File: src/xma_pkg.sv
// Package for the extended memory ALU datapath: opcodes, flag layout, carriers
package xma_pkg;

  // ****************************************
  // Widths
  // ****************************************
  localparam int XMA_DW = 8;
  localparam int XMA_AW = 12;

  // ****************************************
  // Reset values and data constants
  // ****************************************
  localparam logic [7:0] XMA_WORKING_RST = 8'h00;
  localparam logic [7:0] XMA_ALL_ONES = 8'hff;
  localparam logic [7:0] XMA_ONE = 8'h01;

  // ****************************************
  // Timing counts
  // ****************************************
  localparam logic [1:0] XMA_SKIP_CYCLES = 2'h3;
  localparam logic [1:0] XMA_PLAIN_CYCLES = 2'h1;

  // ****************************************
  // Flag field positions
  // ****************************************
  localparam int XMA_FLAG_CARRY = 0;
  localparam int XMA_FLAG_NIBBLE = 1;
  localparam int XMA_FLAG_ZERO = 2;
  localparam int XMA_FLAG_RANGE = 3;
  localparam int XMA_FLAG_SIGNCMP = 4;
  localparam int XMA_FLAG_BORROWZ = 5;
  localparam logic [5:0] XMA_FLAGS_RST = 6'h00;

  typedef enum logic [4:0] {
    XMA_OP_NONE = 5'h00,
    XMA_OP_MOVE_WORKING_TO_MEM = 5'h01,
    XMA_OP_OR_MEM_INTO_WORKING = 5'h02,
    XMA_OP_OR_INTO_MEM = 5'h03,
    XMA_OP_ROTATE_LEFT_MEM = 5'h04,
    XMA_OP_ROTATE_LEFT_TO_WORKING = 5'h05,
    XMA_OP_ROTATE_LEFT_THRU_CARRY = 5'h06,
    XMA_OP_ROTATE_LEFT_THRU_CARRY_TO_WORKING = 5'h07,
    XMA_OP_ROTATE_RIGHT_MEM = 5'h08,
    XMA_OP_ROTATE_RIGHT_TO_WORKING = 5'h09,
    XMA_OP_ROTATE_RIGHT_THRU_CARRY = 5'h0a,
    XMA_OP_ROTATE_RIGHT_THRU_CARRY_TO_WORKING = 5'h0b,
    XMA_OP_SUBTRACT_BORROW_TO_WORKING = 5'h0c,
    XMA_OP_SUBTRACT_BORROW_TO_MEM = 5'h0d,
    XMA_OP_DECREMENT_SKIP_ZERO = 5'h0e,
    XMA_OP_DECREMENT_SKIP_ZERO_TO_WORKING = 5'h0f,
    XMA_OP_SET_MEM_BITS = 5'h10,
    XMA_OP_SET_MEM_BIT = 5'h11,
    XMA_OP_INCREMENT_SKIP_ZERO = 5'h12,
    XMA_OP_INCREMENT_SKIP_ZERO_TO_WORKING = 5'h13,
    XMA_OP_TEST_SKIP_NONZERO = 5'h14,
    XMA_OP_TEST_BIT_SKIP_NONZERO = 5'h15,
    XMA_OP_SUBTRACT_TO_WORKING = 5'h16,
    XMA_OP_SUBTRACT_TO_MEM = 5'h17
  } xma_op_t;

  typedef enum logic [1:0] {
    XMA_ST_IDLE = 2'b00,
    XMA_ST_EXEC = 2'b01,
    XMA_ST_DUMMY = 2'b11
  } xma_state_t;

  typedef struct packed {
    xma_op_t op;
    logic [XMA_AW-1:0] addr;
    logic [2:0] bitSel;
  } xma_cmd_t;

  typedef struct packed {
    logic wrEn;
    logic [XMA_AW-1:0] addr;
    logic [XMA_DW-1:0] data;
  } xma_memwr_t;

endpackage : xma_pkg

File: src/xma_extended_mem_alu_ops.sv
// Extended memory ALU datapath: moves, OR, rotates, subtracts, set, skip forms
// What this block does
// - Operand address reaches all memory, no banking
// - Move working to memory, flags untouched
// - OR to working or memory, zero only
// - Rotate left, bit7 to bit0, no flags
// - Rotate left through carry, carry only
// - Rotate right, bit0 to bit7, no flags
// - Rotate right through carry, carry only
// - Working minus memory minus inverted carry
// - Working minus memory, six arithmetic flags
// - Carry clear if negative, else set
// - Decrement memory, skip when zero
// - Decrement to working, skip when zero
// - Byte set writes all ones
// - Bit set forces selected bit one
// - Increment memory, skip when zero
// - Increment to working, skip when zero
// - Bit test skips when bit is one
// - Byte test rewrites, skips when nonzero
// - Skip forms take three cycles
`timescale 1ns/1ps
module xma_extended_mem_alu_ops
  import xma_pkg::*;
(
  input wire logic core_clk,
  input wire logic rst,
  input wire logic cmdValid,
  input xma_cmd_t cmd,
  input wire logic [XMA_DW-1:0] memRdData,
  output logic cmdReady,
  output logic [XMA_AW-1:0] memRdAddr,
  output xma_memwr_t memWr,
  output logic [XMA_DW-1:0] working,
  output logic [5:0] flags,
  output logic skipNext,
  output logic done
);

  // ****************************************
  // Functions
  // ****************************************
  function automatic logic isZero(input logic [XMA_DW-1:0] v);
    isZero = (v == 8'h00);
  endfunction : isZero

  // Skip forms hold the datapath for a dummy cycle
  function automatic logic isSkipOp(input xma_op_t op);
    case (op)
      XMA_OP_DECREMENT_SKIP_ZERO,
      XMA_OP_DECREMENT_SKIP_ZERO_TO_WORKING,
      XMA_OP_INCREMENT_SKIP_ZERO,
      XMA_OP_INCREMENT_SKIP_ZERO_TO_WORKING,
      XMA_OP_TEST_SKIP_NONZERO,
      XMA_OP_TEST_BIT_SKIP_NONZERO: begin
        isSkipOp = 1'b1;
      end
      default: begin
        isSkipOp = 1'b0;
      end
    endcase
  endfunction : isSkipOp

  function automatic logic [1:0] opCycles(input xma_op_t op);
    opCycles = isSkipOp(op) ? XMA_SKIP_CYCLES : XMA_PLAIN_CYCLES;
  endfunction : opCycles

  // ****************************************
  // State
  // ****************************************
  xma_state_t state;
  xma_state_t next_state;
  xma_cmd_t held;
  logic [1:0] cycleLeft;

  // Operands are taken from memory in the execute cycle; whole-range address
  assign memRdAddr = held.addr;

  // ****************************************
  // Datapath
  // ****************************************
  wire logic [XMA_DW-1:0] m = memRdData;
  wire logic cIn = flags[XMA_FLAG_CARRY];
  wire logic useBorrow = (held.op == XMA_OP_SUBTRACT_BORROW_TO_WORKING) ||
                         (held.op == XMA_OP_SUBTRACT_BORROW_TO_MEM);
  wire logic borrowIn = useBorrow & ~cIn;
  wire logic [8:0] subFull = {1'b0, working} - {1'b0, m} - {8'h00, borrowIn};
  wire logic [4:0] subLow = {1'b0, working[3:0]} - {1'b0, m[3:0]} - {4'h0, borrowIn};
  wire logic [XMA_DW-1:0] subRes = subFull[7:0];
  wire logic subCarry = ~subFull[8];
  wire logic subRange = (working[7] ^ m[7]) & (working[7] ^ subRes[7]);
  wire logic subSignCmp = subRange ^ subRes[7];
  wire logic subZero = isZero(subRes);
  wire logic subBorrowZero = useBorrow ? (subZero & flags[XMA_FLAG_ZERO]) : subZero;
  wire logic [XMA_DW-1:0] orRes = working | m;
  wire logic [XMA_DW-1:0] rlRes = {m[6:0], m[7]};
  wire logic [XMA_DW-1:0] rlcRes = {m[6:0], cIn};
  wire logic [XMA_DW-1:0] rrRes = {m[0], m[7:1]};
  wire logic [XMA_DW-1:0] rrcRes = {cIn, m[7:1]};
  wire logic [XMA_DW-1:0] decRes = m - XMA_ONE;
  wire logic [XMA_DW-1:0] incRes = m + XMA_ONE;
  wire logic [XMA_DW-1:0] bitMask = XMA_ONE << held.bitSel;
  wire logic [XMA_DW-1:0] bitSetRes = m | bitMask;
  wire logic bitIsOne = |(m & bitMask);

  // ****************************************
  // Result selection
  // ****************************************
  logic [XMA_DW-1:0] res;
  logic toMem;
  logic toWorking;
  logic setZero;
  logic setCarry;
  logic newCarry;
  logic setArith;
  logic skipCond;
  logic isSkip;

  always_comb begin
    res = m;
    toMem = 1'b0;
    toWorking = 1'b0;
    setZero = 1'b0;
    setCarry = 1'b0;
    newCarry = cIn;
    setArith = 1'b0;
    skipCond = 1'b0;
    isSkip = 1'b0;
    case (held.op)
      XMA_OP_MOVE_WORKING_TO_MEM: begin
        res = working;
        toMem = 1'b1;
      end
      XMA_OP_OR_MEM_INTO_WORKING: begin
        res = orRes;
        toWorking = 1'b1;
        setZero = 1'b1;
      end
      XMA_OP_OR_INTO_MEM: begin
        res = orRes;
        toMem = 1'b1;
        setZero = 1'b1;
      end
      XMA_OP_ROTATE_LEFT_MEM: begin
        res = rlRes;
        toMem = 1'b1;
      end
      XMA_OP_ROTATE_LEFT_TO_WORKING: begin
        res = rlRes;
        toWorking = 1'b1;
      end
      XMA_OP_ROTATE_LEFT_THRU_CARRY: begin
        res = rlcRes;
        toMem = 1'b1;
        setCarry = 1'b1;
        newCarry = m[7];
      end
      XMA_OP_ROTATE_LEFT_THRU_CARRY_TO_WORKING: begin
        res = rlcRes;
        toWorking = 1'b1;
        setCarry = 1'b1;
        newCarry = m[7];
      end
      XMA_OP_ROTATE_RIGHT_MEM: begin
        res = rrRes;
        toMem = 1'b1;
      end
      XMA_OP_ROTATE_RIGHT_TO_WORKING: begin
        res = rrRes;
        toWorking = 1'b1;
      end
      XMA_OP_ROTATE_RIGHT_THRU_CARRY: begin
        res = rrcRes;
        toMem = 1'b1;
        setCarry = 1'b1;
        newCarry = m[0];
      end
      XMA_OP_ROTATE_RIGHT_THRU_CARRY_TO_WORKING: begin
        res = rrcRes;
        toWorking = 1'b1;
        setCarry = 1'b1;
        newCarry = m[0];
      end
      XMA_OP_SUBTRACT_BORROW_TO_WORKING, XMA_OP_SUBTRACT_TO_WORKING: begin
        res = subRes;
        toWorking = 1'b1;
        setArith = 1'b1;
      end
      XMA_OP_SUBTRACT_BORROW_TO_MEM, XMA_OP_SUBTRACT_TO_MEM: begin
        res = subRes;
        toMem = 1'b1;
        setArith = 1'b1;
      end
      XMA_OP_DECREMENT_SKIP_ZERO: begin
        res = decRes;
        toMem = 1'b1;
        isSkip = 1'b1;
        skipCond = isZero(decRes);
      end
      XMA_OP_DECREMENT_SKIP_ZERO_TO_WORKING: begin
        res = decRes;
        toWorking = 1'b1;
        isSkip = 1'b1;
        skipCond = isZero(decRes);
      end
      XMA_OP_SET_MEM_BITS: begin
        res = XMA_ALL_ONES;
        toMem = 1'b1;
      end
      XMA_OP_SET_MEM_BIT: begin
        res = bitSetRes;
        toMem = 1'b1;
      end
      XMA_OP_INCREMENT_SKIP_ZERO: begin
        res = incRes;
        toMem = 1'b1;
        isSkip = 1'b1;
        skipCond = isZero(incRes);
      end
      XMA_OP_INCREMENT_SKIP_ZERO_TO_WORKING: begin
        res = incRes;
        toWorking = 1'b1;
        isSkip = 1'b1;
        skipCond = isZero(incRes);
      end
      XMA_OP_TEST_BIT_SKIP_NONZERO: begin
        isSkip = 1'b1;
        skipCond = bitIsOne;
      end
      XMA_OP_TEST_SKIP_NONZERO: begin
        res = m;
        toMem = 1'b1;
        isSkip = 1'b1;
        skipCond = ~isZero(m);
      end
      default: begin
        res = m;
      end
    endcase
  end

  // ****************************************
  // Sequencer
  // ****************************************
  // Plain forms commit in their only execute cycle
  wire logic execNow = (state == XMA_ST_EXEC) && (cycleLeft == XMA_PLAIN_CYCLES);
  wire logic firstExec = (state == XMA_ST_EXEC) && (cycleLeft != XMA_PLAIN_CYCLES);
  assign cmdReady = (state == XMA_ST_IDLE);
  wire logic takeCmd = cmdReady && cmdValid;

  always_comb begin
    next_state = state;
    case (state)
      XMA_ST_IDLE: begin
        if (cmdValid) begin
          next_state = XMA_ST_EXEC;
        end
      end
      XMA_ST_EXEC: begin
        if (execNow) begin
          next_state = XMA_ST_IDLE;
        end else begin
          next_state = XMA_ST_DUMMY;
        end
      end
      XMA_ST_DUMMY: begin
        next_state = XMA_ST_EXEC;
      end
      default: begin
        next_state = XMA_ST_IDLE;
      end
    endcase
  end

  // Skip forms walk exec, dummy, exec: three cycles
  always_ff @(posedge core_clk) begin
    if (rst) begin
      state <= XMA_ST_IDLE;
      held <= '0;
      cycleLeft <= XMA_PLAIN_CYCLES;
    end else begin
      state <= next_state;
      if (takeCmd) begin
        held <= cmd;
        cycleLeft <= opCycles(cmd.op);
      end else if (firstExec) begin
        cycleLeft <= XMA_PLAIN_CYCLES;
      end
    end
  end

  // ****************************************
  // Commit
  // ****************************************
  wire logic commit = (state == XMA_ST_EXEC) && (!isSkip || firstExec == 1'b0) &&
                      (isSkip ? (cycleLeft == XMA_PLAIN_CYCLES) : 1'b1);

  // ****************************************
  // Flag update
  // ****************************************
  // Only the flags an operation names change; the rest hold
  logic [5:0] next_flags;

  always_comb begin
    next_flags = flags;
    if (setZero) begin
      next_flags[XMA_FLAG_ZERO] = isZero(res);
    end
    if (setCarry) begin
      next_flags[XMA_FLAG_CARRY] = newCarry;
    end
    if (setArith) begin
      next_flags[XMA_FLAG_CARRY] = subCarry;
      next_flags[XMA_FLAG_ZERO] = subZero;
      next_flags[XMA_FLAG_NIBBLE] = ~subLow[4];
      next_flags[XMA_FLAG_RANGE] = subRange;
      next_flags[XMA_FLAG_SIGNCMP] = subSignCmp;
      next_flags[XMA_FLAG_BORROWZ] = subBorrowZero;
    end
  end

  always_ff @(posedge core_clk) begin
    if (rst) begin
      working <= XMA_WORKING_RST;
      flags <= XMA_FLAGS_RST;
      memWr <= '0;
      skipNext <= 1'b0;
      done <= 1'b0;
    end else begin
      memWr.wrEn <= commit && toMem;
      memWr.addr <= held.addr;
      memWr.data <= res;
      skipNext <= commit && isSkip && skipCond;
      done <= commit;
      if (commit && toWorking) begin
        working <= res;
      end
      if (commit) begin
        flags <= next_flags;
      end
    end
  end

endmodule : xma_extended_mem_alu_ops

File: config.mk
export PLATFORM = sky130hd
export DESIGN_NAME = xma_extended_mem_alu_ops
export DESIGN_NICKNAME = d
export VERILOG_FILES = /design/src/xma_pkg.sv /design/src/xma_extended_mem_alu_ops.sv
export SDC_FILE = /design/constraint.sdc
export NUM_CORES = 1
export LEC_CHECK = 0
export BUFFER_PORTS_ARGS = -buffer_cell sky130_fd_sc_hd__buf_4
export CAP_MARGIN = 25
export CORE_MARGIN = 3
export CORE_UTILIZATION = 61
export CTS_CLUSTER_SIZE = 30
export DETAILED_ROUTE_END_ITERATION = 10
export HOLD_SLACK_MARGIN = 0.15
export PLACE_DENSITY = 0.94
export SYNTH_ARGS = -nofsm -noshare
export SYNTH_HDL_FRONTEND = slang
export SYNTH_SLANG_ARGS = --single-unit
export TNS_END_PERCENT = 100
File: constraint.sdc
create_clock -name core_clk -period 7.17 [get_ports core_clk]
set_input_delay 0.3585 -clock core_clk [delete_from_list [all_inputs] [get_ports core_clk]]
set_output_delay 0.3585 -clock core_clk [all_outputs]
set_load 0.05 [all_outputs]
==> impl_metrics.env, run 1 <==
export IMPL_final_common_cell="buf_4"
export IMPL_crit_buf_inv=2
export IMPL_place_area_um2=4876
export IMPL_worstPathMaxFanout=39
export IMPL_worst_clock_skew_ns=0.006506
export IMPL_firstDrtPassIters=5
export IMPL_crit_chain="buf_4 > and4bb_2 > nor2b_1 > fa_1 > inv_1 > ha_1 > or2_2 > fa_1 > nand2b_1 > a211o_2 > and3_2 > or4_1 > or4b_1 > a21oi_1 > a31o_2"
export IMPL_p_clk_frac=0.326
export IMPL_internal_power_mw=0.6773
export IMPL_io_buffers=80
export IMPL_tightestPinTransition_ns=0.9401
export IMPL_htree_levels=3
export IMPL_drive_above_1_share=0.2003
export IMPL_clock_latency_ns=0.33
export IMPL_post_cts_setup_buffers=0
export IMPL_critical_path_top_delay_family="simple AND/OR/NAND/NOR gates"
export IMPL_cpMaxStageDelayCell="or4_1"
export IMPL_multi_input_area_um2=2766
export IMPL_nFillCells=519
export IMPL_synth_top_area_share=0.2759
export IMPL_max_stage_delay_ns=0.53
export IMPL_drtIter0Drc=503
export IMPL_combPwrFrac=0.322
export IMPL_hold_path_class="in2reg"
export IMPL_synthAdderAreaFrac=0.06956
export IMPL_avgSynthCellArea_um2=7.583
export IMPL_fin_crit_ns=4.740
export IMPL_die_y_um=90.48
export IMPL_cp_start_kind="flop"
export IMPL_synth_xor_area_frac=0.03018
export IMPL_synth_top_family_by_area="simple AND/OR/NAND/NOR gates"
export IMPL_io_pin_count=81
export IMPL_power_switching_share=0.3574
export IMPL_seq_area_frac_synth=0.2759
export IMPL_p_sw_mw=0.3767
export IMPL_cts_clk_slew_worst_paths_ns=0.07
export IMPL_peakVddDrop_uv=201.9
export IMPL_die_x_um=90.48
export IMPL_synth_async_sr_flop_share=0
export IMPL_cp_arrival_ns=5.02
export IMPL_grt_antenna_before_repair=0
export IMPL_finalCritPeriodShare=0.6610
export IMPL_core_region_area_um2=6869
export IMPL_crit_path_end_kind="flop"
export IMPL_synth_area_top_cells="dfxtp_1 28%, nand2_1 6.2%, ha_1 6.0%, a21oi_1 5.9%, nor2b_1 4.2%"
export IMPL_grt_max_degree=62
export IMPL_initial_utilization=0.6337
export IMPL_cts_made_buffers=9
export IMPL_cts_sinks=60
export IMPL_relSlewSlack=0.3647
export IMPL_grtUsageMet2=0.5621
export IMPL_drcViolationCount=0
export IMPL_track_usage=0.3315
export IMPL_die_area_um2=8186
export IMPL_maxCapViolations=0
export IMPL_vias=4595
export IMPL_grt_pass1_wl_mm=21.95
export IMPL_finalHoldViolCount=0
export IMPL_clock_path_buffers=2
export IMPL_hpwl_mm=9.802
export IMPL_drv_slew=0
export IMPL_setup_tns_ns=0
export IMPL_root_buffer="clkbuf_8"
export IMPL_power_density_nw_per_um2=206.6
export IMPL_grt_pass1_vias=4400
export IMPL_grt_busiest_layer="met2"
export IMPL_leakage_nw=2.092
export IMPL_synth_compound_area_frac=0.2317
export IMPL_ys_types=72
export IMPL_synth_warnings=0
export IMPL_wl_mm=13.94
export IMPL_rsz0062_at_grt="false"
export IMPL_crit_top_cell="fa_1"
export IMPL_met3_usage=0.06667
export IMPL_drt_vias_per_instance=6.382
export IMPL_grt_util_met1=0.4014
export IMPL_grt_ovfl_total=0
export IMPL_final_area_um2=5101
export IMPL_critical_path_class="reg2reg"
export IMPL_r2r_cells=15
export IMPL_crit_required_ns=7.45
export IMPL_synth_area_leader_cell="dfxtp_1"
export IMPL_cts_tree="yes"
export IMPL_synthMuxAreaShare=0.02300
export IMPL_wl_per_cell_um=19.37
export IMPL_final_cell_mix="88 x buf_4, 72 x nand2_1, 60 x dfxtp_1"
export IMPL_syn_cell_area_um2=4353
export IMPL_ys_seq_elements=60
export IMPL_syn_nets=628
export IMPL_synth_edf_count=0
export IMPL_status="completed"
export IMPL_cts_resized=0
export IMPL_antenna_cells=0
export IMPL_ys_flop_type="dfxtp_1"
export IMPL_gp_congestion=0.9560
export IMPL_fmax_mhz=211.0
export IMPL_rows=30
export IMPL_hold_buffers=0
export IMPL_ant_nets=0
export IMPL_synthSimpleGateAreaFrac=0.2811
export IMPL_whs_path_depth=3
export IMPL_worst_path_stages=15
export IMPL_seq_power_share=0.352
export IMPL_finalSetupViolCount=0
export IMPL_synth_cells=574
export IMPL_regArea_um2=1201
export IMPL_layout_nets=673
export IMPL_syn2layout_area_growth_pct=17.19
==> routing by layer <==
layer,part of all wire,up-vias
li1,-,2124
met1,0.39,2131
met2,0.49,281
met3,0.089,59
met4,0.038,0
met5,0,-
==> power by group through the flow <==
| stage | clock network (mW) | logic [mW] | registers [mW] |
|---|---|---|---|
| 2_1_floorplan | 0 | 0.204 | 0.410 |
| 5_1_grt | 0.355 | 0.363 | 0.373 |
| 4_1_cts | 0.347 | 0.333 | 0.370 |
| 3_5_place_dp | 0 | 0.330 | 0.377 |
| 6_report | 0.344 | 0.339 | 0.371 |
| 3_3_place_gp | 0 | 0.322 | 0.376 |
==> area by class of cell <==
type / instances / area share
inverter: 33 / 0.02428
clock buffer: 10 / 0.02698
timing repair buffer: 89 / 0.1302
sequential: 60 / 0.2355
multi-input combinational: 426 / 0.5423
clock inverter: 6 / 0.01717
tap: 96 / 0.02355
==> logic make-up after synthesis <==
kind of cell             after synthesis
buffers and inverters                 88
multiplexers                          10
flip-flops                            60
AND/OR/NAND/NOR                      225
XOR/XNOR                              15
AO/OA/AOI/OAI                        153
adder cells (fa/ha/maj)               23
==> synth_stat cells (6+ instances only) <==
library cell	count
nor2b_1	29
or3_1	6
dfxtp_1	60
nor2_1	33
o211ai_1	6
buf_2	8
or2_2	7
mux2i_1	10
a2111oi_0	8
inv_1	33
buf_4	12
clkbuf_1	31
ha_1	21
nor3_1	12
a31oi_1	13
o21ai_0	20
nand3_1	18
a21oi_1	51
nand2_1	72
xnor2_1	11
==> path summary, 6_finish.rpt <==
check,startpoint,to,slack (ns)
max reg2reg,held[19],flags[2],2.43
min reg2reg,memRdAddr[11],memRdAddr[11],0.47
max,held[19],flags[2],2.43
min,cmd[11],memRdAddr[8],0.27
==> worst register-to-register path, cell delays in order (launching register included) <==
cell and delay (ns):
dfxtp_1 0.31, buf_4 0.34, and4bb_2 0.32, nor2b_1 0.15, fa_1 0.52, inv_1 0.05, ha_1 0.18, or2_2 0.31
fa_1 0.41, nand2b_1 0.23, a211o_2 0.36, and3_2 0.20, or4_1 0.53, or4b_1 0.49, a21oi_1 0.17, a31o_2 0.11
==> registers in the layout, indices dropped and copies added, names as in the netlist <==
name       flops
cycleLeft      1
done           1
flags          6
held           8
memRdAddr     12
memWr         21
skipNext       1
state          2
working        8
==> metrics by stage <==
step | hold slack, ns | instances | setup WS [ns] | power (mW) | util
global placement | 0.4532 | 703 | 2.643 | 0.6986 | 0.7093
floorplan | 0.4451 | 574 | 2.671 | 0.6139 | -
CTS | 0.2530 | 720 | 2.498 | 1.050 | 0.7426
finish | 0.2693 | 720 | 2.430 | 1.054 | 0.7426
global route | 0.2734 | 720 | 2.295 | 1.091 | 0.7426
detailed placement | 0.4594 | 704 | 2.550 | 0.7070 | 0.7098
No activity file was read; power rests on OpenSTA's default activity.
==> run 2, diff against run 1 <==
CORE_UTILIZATION = 57   (was 61)
PLACE_DENSITY = 0.9   (was 0.94)
clock period = 4.8 ns   (was 7.17 ns; I/O delays follow)
==> run 2 against run 1 <==
  * Flip-flop and latch count is the same
  * Cell count up 1.7%
  * Cell area rose by 1.4%
  * Sequential power is 49% higher
  * Wire length shrank 4.0%
  * Hold slack lost 0.11 ns
  * Non-clock buffer count up 10
  * Utilization fell by 3.7 points
  * Global-route usage fell by 2.3 points
  * Critical path depth shrank 1
  * Critical endpoint unchanged
  * Fmax increased by 9.2%
==> impl_metrics.env, run 2 (synthesized netlist as in run 1, its figures left out) <==
export IMPL_gp_congestion=0.9899
export IMPL_drcViolationCount=0
export IMPL_cts_tree="yes"
export IMPL_hpwl_mm=9.477
export IMPL_grt_max_degree=62
export IMPL_syn2layout_area_growth_pct=18.83
export IMPL_cpMaxStageDelayCell="or4_1"
export IMPL_wl_per_cell_um=18.28
export IMPL_ant_nets=0
export IMPL_worst_clock_skew_ns=0.004680
export IMPL_hold_path_class="in2reg"
export IMPL_max_stage_delay_ns=0.53
export IMPL_cts_made_buffers=9
export IMPL_worstPathMaxFanout=5
export IMPL_finalSetupViolCount=0
export IMPL_grt_pass1_vias=4318
export IMPL_tightestPinTransition_ns=0.9003
export IMPL_final_area_um2=5172
export IMPL_relSlewSlack=0.3916
export IMPL_core_region_area_um2=7331
export IMPL_critical_path_class="reg2reg"
export IMPL_crit_required_ns=5.09
export IMPL_die_x_um=93.39
export IMPL_crit_chain="and4bb_2 > nor2b_1 > fa_1 > inv_1 > ha_1 > or2_2 > fa_1 > nand2b_1 > a211o_2 > and3_2 > or4_1 > or4b_1 > a21oi_1 > a31o_2"
export IMPL_crit_path_end_kind="flop"
export IMPL_finalCritPeriodShare=0.9045
export IMPL_cts_clk_slew_worst_paths_ns=0.07
export IMPL_rsz0062_at_grt="false"
export IMPL_power_density_nw_per_um2=291.1
export IMPL_place_area_um2=4872
export IMPL_pre_cts_slack_ns=0.5301
export IMPL_htree_levels=3
export IMPL_die_y_um=93.39
export IMPL_grt_ovfl_total=0
export IMPL_io_pin_count=81
export IMPL_clock_latency_ns=0.34
export IMPL_post_cts_setup_buffers=0
export IMPL_cts_sinks=60
export IMPL_drt_vias_per_instance=6.247
export IMPL_status="completed"
export IMPL_drive_above_1_share=0.1943
export IMPL_grt_pass1_wl_mm=21.28
export IMPL_setup_tns_ns=0
export IMPL_cp_start_kind="flop"
export IMPL_drv_slew=0
export IMPL_leakage_nw=2.126
export IMPL_maxCapViolations=0
export IMPL_rows=31
export IMPL_fin_crit_ns=4.341
export IMPL_initial_utilization=0.5938
export IMPL_track_usage=0.3085
export IMPL_max_flop_register="memWr"
export IMPL_finalWorstSetupSlack_ns=0.4585
export IMPL_final_cell_mix="87 x buf_4, 72 x nand2_1, 60 x dfxtp_1"
export IMPL_fmax_mhz=230.3
export IMPL_final_common_cell="buf_4"
export IMPL_clock_path_buffers=2
export IMPL_die_area_um2=8722
export IMPL_crit_top_cell="fa_1"
export IMPL_cp_arrival_ns=4.63
export IMPL_vias=4573
export IMPL_grt_antenna_before_repair=1
export IMPL_layout_nets=683
export IMPL_root_buffer="clkbuf_8"
export IMPL_nFillCells=570
export IMPL_firstDrtPassIters=6
export IMPL_largest_register_ffs=21
export IMPL_io_buffers=80
export IMPL_finalHoldViolCount=0
export IMPL_wl_mm=13.38
export IMPL_antenna_cells=0
export IMPL_peakVddDrop_uv=225.0
export IMPL_drtIter0Drc=516
-- run 2: power breakdown --
part           leakage [nW]  switching [mW]  internal (mW)
registers             0.490          0.0255          0.529
clock network        0.0979           0.194          0.248
logic                  1.54           0.326          0.183
-- run 2: worst paths after layout --
path	from	to	slack [ns]	cells past startpoint
max reg2reg	held[16]	flags[2]	0.46	14
max	held[16]	flags[2]	0.46	14
min	cmd[3]	memRdAddr[0]	0.16	3
min reg2reg	memRdAddr[1]	memRdAddr[1]	0.47	2
-- run 2: timing repair --
action                    4_1_cts  5_1_grt
gates resized for setup         0        0
hold buffers                   11        0
hold endpoints to repair       11        0
-- run 2: per-layer routing --
| layer | vias up | routed length [um] | global-route usage | share of wire |
|---|---|---|---|---|
| met5 | - | 12 | 0 | 0.00090 |
| met4 | 2 | 564 | 0.1526 | 0.042 |
| met3 | 55 | 1144 | 0.08769 | 0.085 |
| met2 | 237 | 6341 | 0.4985 | 0.47 |
| met1 | 2126 | 5318 | 0.3740 | 0.40 |
| li1 | 2153 | - | - | - |
-- run 2: area by class of cell --
class / count / area [um^2] / share of cell area
clock buffer: 10 / 137.6 / 0.02661
clock inverter: 5 / 52.55 / 0.01016
inverter: 33 / 123.9 / 0.02395
multi-input combinational: 426 / 2766 / 0.5348
sequential: 60 / 1201 / 0.2322
tap: 99 / 123.9 / 0.02395
timing repair buffer: 99 / 767.0 / 0.1483
-- run 2: critical path: cells and delay by family (launching register included) --
family	cells	cell delay, ns
compound gates	3	0.63
fa+ha+maj	3	1.08
simple gates	7	2.19
buf+inv	1	0.05
flops	1	0.32
-- run 2: per-stage QoR --
stage / hold slack, ns / instances / power, mW / utilization
2_1_floorplan: 0.3760 / 574 / 0.9171 / -
3_3_place_gp: 0.4541 / 704 / 1.038 / 0.6631
3_5_place_dp: 0.4585 / 706 / 1.052 / 0.6646
4_1_cts: 0.1506 / 732 / 1.497 / 0.7056
5_1_grt: 0.1554 / 732 / 1.570 / 0.7056
6_report: 0.1626 / 732 / 1.506 / 0.7056
==> run 3, diff against run 2 <==
CORE_UTILIZATION = 58   (was 57)
CTS_BUF_LIST = sky130_fd_sc_hd__clkbuf_8   (was default)
PLACE_DENSITY = 0.91   (was 0.9)
RECOVER_POWER = 100   (was default)
==> run 3 against run 2 <==
  * The flow now finishes with violations (max-capacitance violations, max-slew violations)
  * Via count up 2.3%
  * Critical path depth did not move
  * Die area down 1.6%
  * Clock skew grew 0.0065 ns
  * Sequential power about the same
  * Cell area fell by 3.7%
  * Non-clock buffer count fell by 2
  * Wire length grew 1.6%
  * Worst setup slack got worse by 0.064 ns
  * Register-to-register slack worse by 0.06 ns
  * Utilization grew 0.37 points
  * Largest power group unchanged
  * Highest routed layer is now met4
==> impl_metrics.env, run 3 (synthesized netlist as in run 1, its figures left out) <==
export IMPL_status="complete, but fails checks"
export IMPL_violations="max-capacitance violations, max-slew violations"
export IMPL_crit_reg2reg_launch="held[16]"
export IMPL_drcViolationCount=0
export IMPL_ff2ff_setup_slack_ns=0.39
export IMPL_core_region_area_um2=7019
export IMPL_worstPathMaxFanout=5
export IMPL_max_flop_register="memWr"
export IMPL_wl_mm=13.60
export IMPL_crit_required_ns=5.10
export IMPL_leakage_nw=1.911
export IMPL_drtIter0Drc=722
export IMPL_die_y_um=92.63
export IMPL_crit_path_end_kind="flop"
export IMPL_tightestPinTransition_ns=2.618
export IMPL_cpMaxStageDelayCell="or4_1"
export IMPL_layout_nets=681
export IMPL_grt_pass1_vias=4391
export IMPL_initial_utilization=0.6201
export IMPL_clock_latency_ns=0.35
export IMPL_clock_path_buffers=2
export IMPL_largest_register_ffs=21
export IMPL_antenna_cells=0
export IMPL_syn2layout_area_growth_pct=14.37
export IMPL_grt_max_degree=62
export IMPL_gp_congestion=0.9742
export IMPL_setup_tns_ns=0
export IMPL_finalSetupViolCount=0
export IMPL_critical_path_top_delay_family="simple AND/OR/NAND/NOR gates"
export IMPL_r2r_cells=14
export IMPL_finalCritPeriodShare=0.9179
export IMPL_rsz0062_at_grt="false"
export IMPL_htree_levels=3
export IMPL_fmax_mhz=227.0
export IMPL_cts_sinks=60
export IMPL_hold_path_class="in2reg"
export IMPL_die_x_um=92.63
export IMPL_hpwl_mm=9.466
export IMPL_worst_clock_skew_ns=0.01122
export IMPL_layoutNonFillerInstCount=728
export IMPL_root_buffer="clkbuf_8"
export IMPL_grt_ovfl_total=0
export IMPL_crit_buf_inv=1
export IMPL_peakVddDrop_uv=212.1
export IMPL_grt_pass1_wl_mm=21.97
export IMPL_cts_tree="yes"
export IMPL_wl_per_cell_um=18.68
export IMPL_post_cts_setup_buffers=0
export IMPL_final_cell_mix="72 x nand2_1, 60 x dfxtp_1, 54 x clkbuf_1"
export IMPL_cp_arrival_ns=4.71
export IMPL_critical_path_startpoint="held[16]"
export IMPL_cts_made_buffers=9
export IMPL_crit_chain="and4bb_1 > nor2b_1 > fa_1 > inv_1 > ha_1 > or2_2 > fa_1 > nand2b_1 > a211o_2 > and3_2 > or4_1 > or4b_1 > a21oi_1 > a31o_2"
export IMPL_final_common_cell="nand2_1"
export IMPL_fin_crit_ns=4.406
export IMPL_vias=4678
export IMPL_relSlewSlack=-0.7454
export IMPL_cts_resized=0
export IMPL_maxCapViolations=1
export IMPL_grt_antenna_before_repair=0
export IMPL_track_usage=0.3174
export IMPL_drv_slew=62
export IMPL_firstDrtPassIters=7
export IMPL_crit_top_cell="fa_1"
export IMPL_cp_start_kind="flop"
export IMPL_finalHoldViolCount=0
export IMPL_io_buffers=80
export IMPL_power_density_nw_per_um2=310.1
export IMPL_cts_clk_slew_worst_paths_ns=0.08
export IMPL_worst_path_stages=14
export IMPL_die_area_um2=8580
export IMPL_rows=30
export IMPL_drt_vias_per_instance=6.426
export IMPL_io_pin_count=81
export IMPL_endpoint="flags[2]"
export IMPL_regToRegEndpoint="flags[2]"
export IMPL_max_stage_delay_ns=0.53
export IMPL_critical_path_class="reg2reg"
export IMPL_ant_nets=0
export IMPL_drive_above_1_share=0.1076
export IMPL_place_inst=701
export IMPL_hold_buffers=10
-- run 3: changes by cell type in the layout (fill, tap and decap cells not counted), sizes merged --
cell / previous run / this run
buf: 88 / 33
clkbuf: 10 / 63
bufinv: 1 / 2
clkinv: 3 / 2
clkinvlp: 1 / 2
dlygate4sd3: 11 / 10
inv: 33 / 34
-- run 3: worst min-delay path, cell delays in order --
cell and delay [ns]:
buf_4 0.11, nand2_1 0.05, a21oi_1 0.05
-- run 3: power by group --
group / leakage (nW) / internal, mW / switching, mW
sequential: 0.490 / 0.528 / 0.0250
combinational: 1.31 / 0.160 / 0.328
clock: 0.107 / 0.290 / 0.212
total: 1.91 / 0.979 / 0.565
-- run 3: metal layers --
layer / share of wire / GRT usage
met4: 0.049 / 0.1502
met5: 0 / 0
met3: 0.10 / 0.07717
met1: 0.38 / 0.3810
met2: 0.47 / 0.5323
-- run 3: worst min-delay path by stage --
stage | start | endpoint | slack (ns) | cells after the start
2_1_floorplan | cmd[3] | memRdAddr[0] | 0.38 | 2
3_3_place_gp | memRdAddr[2] | memRdAddr[2] | 0.45 | 2
3_5_place_dp | memRdAddr[11] | memRdAddr[11] | 0.46 | 2
4_1_cts | cmd[4] | memRdAddr[1] | 0.15 | 3
5_1_grt | cmd[4] | memRdAddr[1] | 0.17 | 3
6_report | cmd[4] | memRdAddr[1] | 0.16 | 3
-- run 3: through the flow --
step	util	power, mW	cell area, um^2	worst slack (ns)	hold slack (ns)
finish	0.7093	1.544	4979	0.3942	0.1588
global route	0.7093	1.605	4979	0.1894	0.1697
CTS	0.7371	1.547	5174	0.5147	0.1513
detailed placement	0.6920	1.049	4857	0.5319	0.4632
global placement	0.6909	1.033	4850	0.6336	0.4533
floorplan	-	0.9171	4353	0.3010	0.3760
-- run 3: cell type report --
type	count	area [um^2]
multi-input combinational	426	2766
inverter	33	123.9
clock buffer	9	123.9
tap	96	120.1
fill	555	2041
timing repair buffer	97	550.5
sequential	60	1201
clock inverter	7	92.59
